[config.mk]
export PLATFORM = sky130hd
export DESIGN_NAME = tst_trigger_top
export DESIGN_NICKNAME = d
export VERILOG_FILES = /design/src/common/tst_pkg.sv /design/src/common/tst_chan_if.sv /design/src/verilog/tst_pin_channel.sv /design/src/verilog/tst_trigger_top.sv
export VERILOG_INCLUDE_DIRS = /design/src /design/src/common
export SDC_FILE = /design/constraint.sdc
export NUM_CORES = 2
export LEC_CHECK = 0
export BUFFER_PORTS_ARGS = -buffer_cell sky130_fd_sc_hd__buf_2
export CORE_AREA = 2 2 399 797
export CTS_CLUSTER_SIZE = 12
export DETAILED_ROUTE_END_ITERATION = 10
export DIE_AREA = 0 0 401 799
export SKIP_CTS_REPAIR_TIMING = 1
export SLEW_MARGIN = 20
export SYNTH_ARGS = -nofsm -noshare
export SYNTH_HDL_FRONTEND = slang
export SYNTH_SLANG_ARGS = --single-unit
[constraint.sdc]
create_clock -name clock_in -period 4.7 [get_ports clock_in]
set_clock_uncertainty 0.05 [all_clocks]
set_input_delay 0.705 -clock clock_in [delete_from_list [all_inputs] [get_ports clock_in]]
set_output_delay 0.705 -clock clock_in [all_outputs]
set_load 0.03 [all_outputs]
[src/common/tst_consts.svh]
/*
 * Named constants of the time-stamp trigger front end.
 * Assumes a 40 MHz clock derived from the RTC timebase.
 */
// How it works
// Each pin's three-bit pull select picks none, up 500k, up 1M (reset), up 10M or down 500k, other codes none.
// Each pin is sampled every 125 ms and a new level is accepted after filter count matching samples.
// With a filter count of zero the source must hold a pulse at least 1 ms.
// Software never programs a filter count of one or of 0x29 and above.
// For counts 2 to 40 a pulse of count times 125 ms is always caught.
// A detected pin event is fetched and captured 5 ms after detection.
// The two-bit edge select picks falling (reset), rising or both edges.
// Each pin has a readable 6-bit counter of accepted events from 0 to 63.
// A pin counter stops at 63 until it is cleared.
// Each pin has a readable monitor bit with its present level.
// Battery drop, either supply threshold drop and oscillation stop raise internal triggers.
// An oscillation stop is captured only once the oscillator runs again.
// Supply drops are detected only while the switch init enable bit is 1.
// With the command enable set, any command register write issues one trigger.
// With the command enable clear, command register writes do nothing.
// Captured records go to a 256-byte internal buffer.
// Any trigger captures the present time stamp and writes the record.
`ifndef TST_CONSTS_SVH
`define TST_CONSTS_SVH
`define TST_CLK_KHZ 40000
`define TST_SAMPLE_MS 125
`define TST_FETCH_MS 5
`define TST_TIMER_W 23
`define TST_PULL_NONE 3'h0
`define TST_PULL_UP_500K 3'h1
`define TST_PULL_UP_1M 3'h2
`define TST_PULL_UP_10M 3'h3
`define TST_PULL_DN_500K 3'h4
// One-hot pull enables sent to the pad; the 1M pull-up is the reset choice.
`define TST_PEN_NONE 4'h0
`define TST_PEN_UP_500K 4'h1
`define TST_PEN_UP_1M 4'h2
`define TST_PEN_UP_10M 4'h4
`define TST_PEN_DN_500K 4'h8
`define TST_EDGE_FALL 2'h0
`define TST_EDGE_RISE 2'h1
`define TST_EDGE_RESET 2'h0
`define TST_CNT_MAX 6'h3f
`define TST_FILT_BYPASS 6'h00
`define TST_F_OSC 0
`define TST_F_SUPPLY_THRESHOLD_ONE 1
`define TST_F_SUPPLY_THRESHOLD_TWO 2
`define TST_F_VBAT 3
`define TST_F_PIN 4
`define TST_F_CMD 7
`define TST_TS_BITS 56
`define TST_REC_ENTRIES 32
`define TST_PTR_W 5
`endif

[src/common/tst_pkg.sv]
/*
 * Types of the time-stamp trigger front end.
 * Assumes nothing beyond the constants header.
 */
package tst_pkg;
  typedef logic [5:0] tst_count_t;
  typedef logic [63:0] tst_record_t;
  typedef enum logic {TST_FETCH_IDLE, TST_FETCH_WAIT} tst_fetch_state_t;
  typedef enum logic {TST_OSC_RUN, TST_OSC_STOPPED} tst_osc_state_t;
endpackage : tst_pkg

[src/common/tst_chan_if.sv]
/*
 * Link between the trigger top and one pin channel.
 * Assumes both ends run on the same clock.
 */
`timescale 1ns/10ps
interface tst_chan_if;
  logic sample_tick;
  logic [5:0] filter_count;
  logic [1:0] edge_select;
  logic count_clear;
  logic level;
  tst_pkg::tst_count_t count;
  logic fire;
  modport ctrl(output sample_tick, filter_count, edge_select, count_clear,
               input level, count, fire);
  modport chan(input sample_tick, filter_count, edge_select, count_clear,
               output level, count, fire);
endinterface : tst_chan_if

[src/verilog/tst_pin_channel.sv]
/*
 * One event input channel: synchroniser, noise filter, edge select,
 * event counter and fetch delay.
 * Assumes the sample tick is a one-cycle pulse every 125 ms.
 */
`timescale 1ns/10ps
`include "tst_consts.svh"
module tst_pin_channel #(
  parameter int unsigned FETCH_CYC = `TST_FETCH_MS * `TST_CLK_KHZ
) (
  input wire logic clock_in,
  input wire logic rst_in,
  input wire logic pin_in,
  tst_chan_if.chan ch
);
  // ==========================================================
  // Synchroniser and level monitor
  logic s1_q, s2_q, s3_q, level_q;
  // The level moves only once the second and third stages agree.
  always_ff @(posedge clock_in) begin
    if (rst_in) begin
      s1_q <= 1'b1;
      s2_q <= 1'b1;
      s3_q <= 1'b1;
      level_q <= 1'b1;
    end else begin
      s1_q <= pin_in;
      s2_q <= s1_q;
      s3_q <= s2_q;
      if (s2_q == s3_q) level_q <= s3_q;
    end
  end
  assign ch.level = level_q;

  // ==========================================================
  // Noise filter
  logic acc_q, prev_q;
  logic [5:0] run_q;
  // Counts matching samples that differ from the accepted level.
  always_ff @(posedge clock_in) begin
    if (rst_in) begin
      acc_q <= 1'b1;
      run_q <= 6'h00;
    end else if (ch.filter_count == `TST_FILT_BYPASS) begin
      acc_q <= level_q;
      run_q <= 6'h00;
    end else if (ch.sample_tick) begin
      if (level_q == acc_q) begin
        run_q <= 6'h00;
      end else if (7'(run_q) + 7'h01 >= 7'(ch.filter_count)) begin
        acc_q <= level_q;
        run_q <= 6'h00;
      end else begin
        run_q <= run_q + 6'h01;
      end
    end
  end

  // ==========================================================
  // Edge selection
  logic rise, fall, detect;
  always_ff @(posedge clock_in) begin
    if (rst_in) prev_q <= 1'b1;
    else prev_q <= acc_q;
  end
  assign rise = acc_q & ~prev_q;
  assign fall = ~acc_q & prev_q;
  // Codes two and three both select either edge.
  assign detect = (ch.edge_select == `TST_EDGE_FALL) ? fall :
                  (ch.edge_select == `TST_EDGE_RISE) ? rise :
                  (rise | fall);

  // ==========================================================
  // Saturating event counter
  tst_pkg::tst_count_t cnt_q;
  // An event in the clearing cycle survives as a count of one.
  always_ff @(posedge clock_in) begin
    if (rst_in) cnt_q <= 6'h00;
    else if (ch.count_clear) cnt_q <= detect ? 6'h01 : 6'h00;
    else if (detect && cnt_q != `TST_CNT_MAX)
      cnt_q <= cnt_q + 6'h01;
  end
  assign ch.count = cnt_q;

  // ==========================================================
  // Fetch delay
  tst_pkg::tst_fetch_state_t state_q;
  logic [`TST_TIMER_W-1:0] timer_q, wait_len_q;
  logic fire_q;
  // Events during the wait are counted but share one capture.
  always_ff @(posedge clock_in) begin
    if (rst_in) begin
      state_q <= tst_pkg::TST_FETCH_IDLE;
      timer_q <= '0;
      fire_q <= 1'b0;
    end else begin
      fire_q <= 1'b0;
      case (state_q)
        tst_pkg::TST_FETCH_IDLE: begin
          if (detect) begin
            state_q <= tst_pkg::TST_FETCH_WAIT;
            timer_q <= `TST_TIMER_W'(FETCH_CYC - 1);
          end
        end
        tst_pkg::TST_FETCH_WAIT: begin
          if (timer_q == '0) begin
            fire_q <= 1'b1;
            state_q <= tst_pkg::TST_FETCH_IDLE;
          end else begin
            timer_q <= timer_q - 1'b1;
          end
        end
        default: state_q <= tst_pkg::TST_FETCH_IDLE;
      endcase
    end
  end
  assign ch.fire = fire_q;

  // Helper that measures the wait for the checks below.
  always_ff @(posedge clock_in) begin
    if (rst_in || state_q == tst_pkg::TST_FETCH_IDLE) wait_len_q <= '0;
    else wait_len_q <= wait_len_q + 1'b1;
  end
endmodule : tst_pin_channel

[src/verilog/tst_trigger_top.sv]
/*
 * Time-stamp trigger front end: three event pins, internal detector
 * triggers, command trigger and the 256-byte record buffer.
 * Assumes detector levels are asynchronous and the time stamp,
 * configuration and command strobe are on clock_in.
 */
`timescale 1ns/10ps
`include "tst_consts.svh"
module tst_trigger_top #(
  parameter int unsigned SAMPLE_CYC = `TST_SAMPLE_MS * `TST_CLK_KHZ,
  parameter int unsigned FETCH_CYC = `TST_FETCH_MS * `TST_CLK_KHZ
) (
  input wire logic clock_in,
  input wire logic rst_in,
  input wire logic event_input_pin_one_in,
  input wire logic event_input_pin_two_in,
  input wire logic event_input_pin_three_in,
  input wire logic [2:0] input_one_pull_select_in,
  input wire logic [2:0] input_two_pull_select_in,
  input wire logic [2:0] input_three_pull_select_in,
  input wire logic [1:0] input_one_edge_select_in,
  input wire logic [1:0] input_two_edge_select_in,
  input wire logic [1:0] input_three_edge_select_in,
  input wire logic [5:0] input_one_filter_in,
  input wire logic [5:0] input_two_filter_in,
  input wire logic [5:0] input_three_filter_in,
  input wire logic [2:0] counter_clear_in,
  input wire logic battery_drop_in,
  input wire logic supply_threshold_one_drop_in,
  input wire logic supply_threshold_two_drop_in,
  input wire logic osc_stop_in,
  input wire logic switch_init_enable_in,
  input wire logic command_trigger_enable_in,
  input wire logic command_trigger_write_in,
  input wire logic [`TST_TS_BITS-1:0] timestamp_in,
  input wire logic [`TST_PTR_W-1:0] record_read_index_in,
  output logic [3:0] input_one_pull_out,
  output logic [3:0] input_two_pull_out,
  output logic [3:0] input_three_pull_out,
  output logic [5:0] input_one_counter_out,
  output logic [5:0] input_two_counter_out,
  output logic [5:0] input_three_counter_out,
  output logic [2:0] pin_level_monitor_out,
  output logic capture_strobe_out,
  output logic [7:0] capture_factor_out,
  output logic [`TST_PTR_W-1:0] record_write_index_out,
  output logic [63:0] record_read_data_out
);
  // ==========================================================
  // Sample tick
  logic [`TST_TIMER_W-1:0] tick_cnt_q;
  logic tick_q;
  // One pulse every 125 ms drives all pin filters.
  always_ff @(posedge clock_in) begin
    if (rst_in || tick_cnt_q == `TST_TIMER_W'(SAMPLE_CYC - 1)) begin
      tick_cnt_q <= '0;
    end else begin
      tick_cnt_q <= tick_cnt_q + 1'b1;
    end
    tick_q <= !rst_in && tick_cnt_q == `TST_TIMER_W'(SAMPLE_CYC - 1);
  end

  // ==========================================================
  // Pin channels
  logic [2:0] pins, clears;
  logic [2:0][2:0] pull_sel;
  logic [2:0][1:0] edge_sel;
  logic [2:0][5:0] filt;
  logic [2:0][3:0] pull_q;
  logic [2:0][5:0] counts;
  logic [2:0] levels, fires;
  assign pins = {event_input_pin_three_in, event_input_pin_two_in,
                 event_input_pin_one_in};
  assign pull_sel = {input_three_pull_select_in, input_two_pull_select_in,
                     input_one_pull_select_in};
  assign edge_sel = {input_three_edge_select_in, input_two_edge_select_in,
                     input_one_edge_select_in};
  assign filt = {input_three_filter_in, input_two_filter_in,
                 input_one_filter_in};
  assign clears = counter_clear_in;
  tst_chan_if ch[3] ();
  genvar g;
  for (g = 0; g < 3; g++) begin : gen_pin
    assign ch[g].sample_tick = tick_q;
    assign ch[g].filter_count = filt[g];
    assign ch[g].edge_select = edge_sel[g];
    assign ch[g].count_clear = clears[g];
    assign levels[g] = ch[g].level;
    assign counts[g] = ch[g].count;
    assign fires[g] = ch[g].fire;
    tst_pin_channel #(.FETCH_CYC(FETCH_CYC)) tst_pin_channel_i (
      .clock_in(clock_in),
      .rst_in(rst_in),
      .pin_in(pins[g]),
      .ch(ch[g].chan)
    );
    // Pull enables: bit 0 up 500k, 1 up 1M, 2 up 10M, 3 down 500k.
    always_ff @(posedge clock_in) begin
      if (rst_in) pull_q[g] <= `TST_PEN_UP_1M;
      else begin
        case (pull_sel[g])
          `TST_PULL_UP_500K: pull_q[g] <= `TST_PEN_UP_500K;
          `TST_PULL_UP_1M: pull_q[g] <= `TST_PEN_UP_1M;
          `TST_PULL_UP_10M: pull_q[g] <= `TST_PEN_UP_10M;
          `TST_PULL_DN_500K: pull_q[g] <= `TST_PEN_DN_500K;
          default: pull_q[g] <= `TST_PEN_NONE;
        endcase
      end
    end
  end
  assign input_one_pull_out = pull_q[0];
  assign input_two_pull_out = pull_q[1];
  assign input_three_pull_out = pull_q[2];
  assign input_one_counter_out = counts[0];
  assign input_two_counter_out = counts[1];
  assign input_three_counter_out = counts[2];
  assign pin_level_monitor_out = levels;

  // ==========================================================
  // Internal detectors
  logic [3:0] det_raw, det_s1_q, det_s2_q, det_s3_q, det_q, det_prev_q;
  assign det_raw = {battery_drop_in, supply_threshold_two_drop_in,
                    supply_threshold_one_drop_in, osc_stop_in};
  for (g = 0; g < 4; g++) begin : gen_det
    // Three-stage synchroniser; level moves when stages two and three agree.
    always_ff @(posedge clock_in) begin
      if (rst_in) begin
        det_s1_q[g] <= 1'b0;
        det_s2_q[g] <= 1'b0;
        det_s3_q[g] <= 1'b0;
        det_q[g] <= 1'b0;
        det_prev_q[g] <= 1'b0;
      end else begin
        det_s1_q[g] <= det_raw[g];
        det_s2_q[g] <= det_s1_q[g];
        det_s3_q[g] <= det_s2_q[g];
        if (det_s2_q[g] == det_s3_q[g]) det_q[g] <= det_s3_q[g];
        det_prev_q[g] <= det_q[g];
      end
    end
  end

  // Oscillation stop waits for the oscillator to resume.
  tst_pkg::tst_osc_state_t osc_q;
  logic osc_fire;
  always_ff @(posedge clock_in) begin
    if (rst_in) osc_q <= tst_pkg::TST_OSC_RUN;
    else begin
      case (osc_q)
        tst_pkg::TST_OSC_RUN:
          if (det_q[`TST_F_OSC]) osc_q <= tst_pkg::TST_OSC_STOPPED;
        tst_pkg::TST_OSC_STOPPED:
          if (!det_q[`TST_F_OSC]) osc_q <= tst_pkg::TST_OSC_RUN;
        default: osc_q <= tst_pkg::TST_OSC_RUN;
      endcase
    end
  end
  assign osc_fire = osc_q == tst_pkg::TST_OSC_STOPPED && !det_q[`TST_F_OSC];

  // ==========================================================
  // Trigger merge and capture
  logic [7:0] factor;
  logic [2:0] vdrop;
  assign vdrop = det_q[`TST_F_VBAT:`TST_F_SUPPLY_THRESHOLD_ONE] &
                 ~det_prev_q[`TST_F_VBAT:`TST_F_SUPPLY_THRESHOLD_ONE];
  always_comb begin
    factor = 8'h00;
    factor[`TST_F_OSC] = osc_fire;
    factor[`TST_F_VBAT:`TST_F_SUPPLY_THRESHOLD_ONE] =
        vdrop & {3{switch_init_enable_in}};
    factor[`TST_F_PIN+2:`TST_F_PIN] = fires;
    factor[`TST_F_CMD] = command_trigger_write_in &&
                         command_trigger_enable_in;
  end

  tst_pkg::tst_record_t mem [`TST_REC_ENTRIES];
  logic [`TST_PTR_W-1:0] wr_ptr_q;
  logic strobe_q;
  logic [7:0] factor_q;
  // Simultaneous triggers share one record; the index wraps at the end.
  always_ff @(posedge clock_in) begin
    if (rst_in) begin
      wr_ptr_q <= '0;
      strobe_q <= 1'b0;
      factor_q <= 8'h00;
    end else begin
      strobe_q <= |factor;
      if (|factor) begin
        factor_q <= factor;
        wr_ptr_q <= wr_ptr_q + 1'b1;
      end
    end
  end
  // Buffer storage, 32 records of eight bytes.
  always_ff @(posedge clock_in) begin
    if (|factor) mem[wr_ptr_q] <= {timestamp_in, factor};
  end
  always_ff @(posedge clock_in) begin
    if (rst_in) record_read_data_out <= '0;
    else record_read_data_out <= mem[record_read_index_in];
  end
  assign capture_strobe_out = strobe_q;
  assign capture_factor_out = factor_q;
  assign record_write_index_out = wr_ptr_q;
endmodule : tst_trigger_top
==> run summary <==
In the final design database the tool counted 4,887 nets. Entering global routing, the biggest net connects 133 pins. Synthesis produced a netlist whose cell count is 4,347. The HPWL after detailed placement is 119,600 um. The worst-case IR drop observed on VDD is 0.4054 mV. The tools report the distinct cell type count of the synthesized netlist as 68.

The analysis attributes to cell leakage a power of 32.15 nW. Static timing analysis puts the maximum clock frequency at 0.2990 GHz. Ratio of final minimum period to clock period: 71.15%.

No sink is reached through more buffers than the 3 on the longest clock path. The run gives 320,400 um2 as the area of the die. The source of the worst hold timing path was supply_threshold_one_drop_in. The maximum fanout count along the critical path works out to 34. Subtracting the final worst setup slack from the clock period gives 3.344 ns. The share of cells above drive strength 1 was 25.47%; the wire length of the first global-routing pass was 318,100 um. The total clock buffers created by CTS came out at 225. For this run, the number of Yosys warnings is 0. For the met3 usage in global routing, the log shows 3.605%. Setup violations remaining at the end of the flow were counted as 0. The layer flagged by global routing as most heavily used is met2. For the initial antenna violation count, the log shows 35.

The startpoint identified for the worst register-to-register timing path is gen_pin[2].tst_pin_channel_i.ch.fire$_SDFF_PP0_. The worst register-to-register path ends at mem[18][6]$_DFFE_PP_. Port buffering added 219 buffers. The placed instances occupy a cell area of 95,140 um2. STA classifies the critical path endpoint as a flop. Synthesis produced a netlist with a net count of 4,494. The type of origin of the critical path is a flop. Clock latency on the worst-skew pair, taken at its later pin, is 0.86 ns.

Clock tree synthesis selected as its root buffer the cell sky130_fd_sc_hd__clkbuf_16. Start-to-end type of the worst setup path: flop to flop. The relative slew slack is 22.87%, and the total design power is 41.60 mW. In the global route stage, met2 resource usage came out at 20.62%.

The overall die width came out at 401 um. The run gives 0 as the residual DRC count. The placed instance count came out at 8,614. TritonCTS built the clock tree. Max-cap violations in this run came to 0. The worst hold path class was input port to flop. The detailed router finished its first iteration with 5,159 violations.

Leaving out fill and tap cells, the most frequent cell in the layout is sky130_fd_sc_hd__edfxtp_1. The number of synthesized flops with an enable pin is 2,048, and the H-tree depth is 4. The tools report the sequential-to-total area share from yosys stat as 76.11%. The clock-pin slew of the registers on the worst-case setup and hold paths is 0.06 ns, and the number of clock sinks is 2,311. Excluding fillers, the count of instances in the completed layout stands at 9,041.

Counting flops with an async set or reset pin after synthesis yields a share of 0%. The synthesized netlist occupies a cell area of 87,720 um2. Global routing used 18.79% of the available met1 tracks.

The wire length per cell after detailed routing came out at 24.21 um. Cells fill 32.45% of the core in the end. The run finished with clean final reports. In the global route stage, overall resource usage came out at 13.37%.

The final hold violation count came out at 0. Synthesis inferred 2,311 register bits. Filler cell count in the final layout: 29,847. The number of pins with negative max-slew slack in the final report came out at 0. Final hold analysis gives a worst-case slack of 0.02425 ns. Data arrives at the worst endpoint at 3.81 ns. Vertical die dimension: 799 um.

Setup slack on the worst reg-to-reg path comes out at 1.36 ns. The post-detailed-routing wire length came out at 218,900 um. The tools report the end point of the worst hold path as det_s1_q[1]$_SDFF_PP0_.

The total via count after detailed routing is 44,606. Adding up every negative setup slack in the final design gives 0 ns. Among all flip-flop cells after synthesis, the most frequent one is sky130_fd_sc_hd__edfxtp_1.

For this configuration, the core starts out at a cell density of 27.85%. The total overflow left after global routing is 0. Power spread over the standard cell area amounts to 407.0 nW/um2. Via density per instance: 4.934. In the layout the commonest cells are 2,048 x sky130_fd_sc_hd__edfxtp_1, 510 x sky130_fd_sc_hd__mux4_2, 263 x sky130_fd_sc_hd__dfxtp_1. For the setup slack after placement, the log shows 1.285 ns. For the pin with the worst max-slew slack, the measured transition is 1.157 ns. The logic depth of the worst register-to-register path came out at 6. The region available for standard cell placement spans 314,900 um2. For this run, the detailed router's first-pass iteration total came to 5. The run gives 102,200 um2 as the final non-filler cell area. Setup repair after global routing left no endpoint under its margin. The boundary pin count was 220. The worst hold path passes through 2 cells. The area growth from synthesis to layout came out at 16.51%.

The floorplan has 292 rows. Dividing the synthesized area by the synthesized cell count gives 20.18 um2. After layout, the worst setup slack is 1.356 ns. At the end of routability-driven placement, the weighted congestion stood at 0.7668.

The logs give 5.17 ns for the worst endpoint required time and 0 for the count of antenna-violating nets left after detailed routing. The via count of the first global-routing pass was 45,207.
## sequential cells by signal, indices dropped and copies added, names as in the netlist, 4 cells and up
name,flops
det_s2_q,4
gen_pin.tst_pin_channel_i.timer_q,69
mem,2048
gen_pin.tst_pin_channel_i.run_q,18
input_one_pull_out,4
record_write_index_out,5
tick_cnt_q,23
det_s1_q,4
record_read_data_out,64
det_q,4
input_three_pull_out,4
det_s3_q,4
gen_pin.tst_pin_channel_i.ch.count,18
input_two_pull_out,4
capture_factor_out,8
## worst max-delay path, stage by stage, from the launching register on
cell                       delay [ns]
sky130_fd_sc_hd__dfxtp_1         1.03
sky130_fd_sc_hd__nor3_1          0.10
sky130_fd_sc_hd__nand3b_1        0.26
sky130_fd_sc_hd__o21ai_1         0.16
sky130_fd_sc_hd__buf_4           0.25
sky130_fd_sc_hd__nor2_4          0.72
sky130_fd_sc_hd__buf_12          0.31
## Yosys cell counts (33+ instances only)
cell	instances	area, um2
sky130_fd_sc_hd__nand2_1	97	364.1
sky130_fd_sc_hd__nand3_1	38	190.2
sky130_fd_sc_hd__inv_1	59	221.5
sky130_fd_sc_hd__a22o_1	86	753.2
sky130_fd_sc_hd__nor2_1	158	593.1
sky130_fd_sc_hd__edfxtp_1	2048	61500
sky130_fd_sc_hd__a221oi_1	53	464.2
sky130_fd_sc_hd__mux4_2	510	11490
sky130_fd_sc_hd__a21oi_1	71	355.3
sky130_fd_sc_hd__dfxtp_1	263	5265
sky130_fd_sc_hd__o22ai_1	92	575.6
sky130_fd_sc_hd__clkbuf_1	135	506.7
sky130_fd_sc_hd__xor2_1	33	289.0
sky130_fd_sc_hd__mux2i_1	38	380.4
sky130_fd_sc_hd__ha_1	38	475.5
sky130_fd_sc_hd__o21ai_0	78	390.4
sky130_fd_sc_hd__o31ai_1	44	330.3
sky130_fd_sc_hd__buf_2	59	295.3
## kinds of logic after synthesis
family	synth area share [%]
AO/OA/AOI/OAI	4.418
XOR/XNOR	0.6490
adder cells (fa/ha/maj)	0.5420
buffers and inverters	1.295
flip-flops	76.11
multiplexers	13.78
AND/OR/NAND/NOR	3.198
## worst max path at each step
| stage | slack [ns] | end | start | cells past startpoint |
|---|---|---|---|---|
| global route | 1.14 | mem[18][32]$_DFFE_PP_ | gen_pin[2].tst_pin_channel_i.ch.fire$_SDFF_PP0_ | 6 |
| finish | 1.36 | mem[18][6]$_DFFE_PP_ | gen_pin[2].tst_pin_channel_i.ch.fire$_SDFF_PP0_ | 6 |
| floorplan | -0.32 | mem[27][0]$_DFFE_PP_ | det_q[0]$_SDFFE_PP0N_ | 4 |
| CTS | 1.40 | mem[18][42]$_DFFE_PP_ | gen_pin[2].tst_pin_channel_i.ch.fire$_SDFF_PP0_ | 6 |
| detailed placement | 1.28 | mem[18][6]$_DFFE_PP_ | switch_init_enable_in | 7 |
| global placement | 1.32 | record_read_data_out[10]$_SDFF_PP0_ | record_read_index_in[0] | 7 |
## where the power goes
group	switching (mW)	internal (mW)
clock network	7.53	9.48
registers	0.118	22.5
logic	1.26	0.759
total	8.91	32.7
## final cells by class
class	instances	area, um2	area share [%]
multi-input cells	1758	20120	19.69
clock inverters	39	422.9	0.4138
inverters	60	225.2	0.2204
diodes	9	22.52	0.02204
repair buffers	384	3027	2.961
clock buffers	364	6469	6.329
flip-flops and latches	2311	66760	65.33
well taps	4116	5150	5.039
## per-layer routing
| metal | up-vias | part of all wire [%] |
|---|---|---|
| met5 | - | 0.067 |
| met4 | 24 | 2.0 |
| met3 | 323 | 9.0 |
| met2 | 1761 | 46 |
| met1 | 23637 | 43 |
| li1 | 18861 | - |
(Power assumes the default switching activity.)
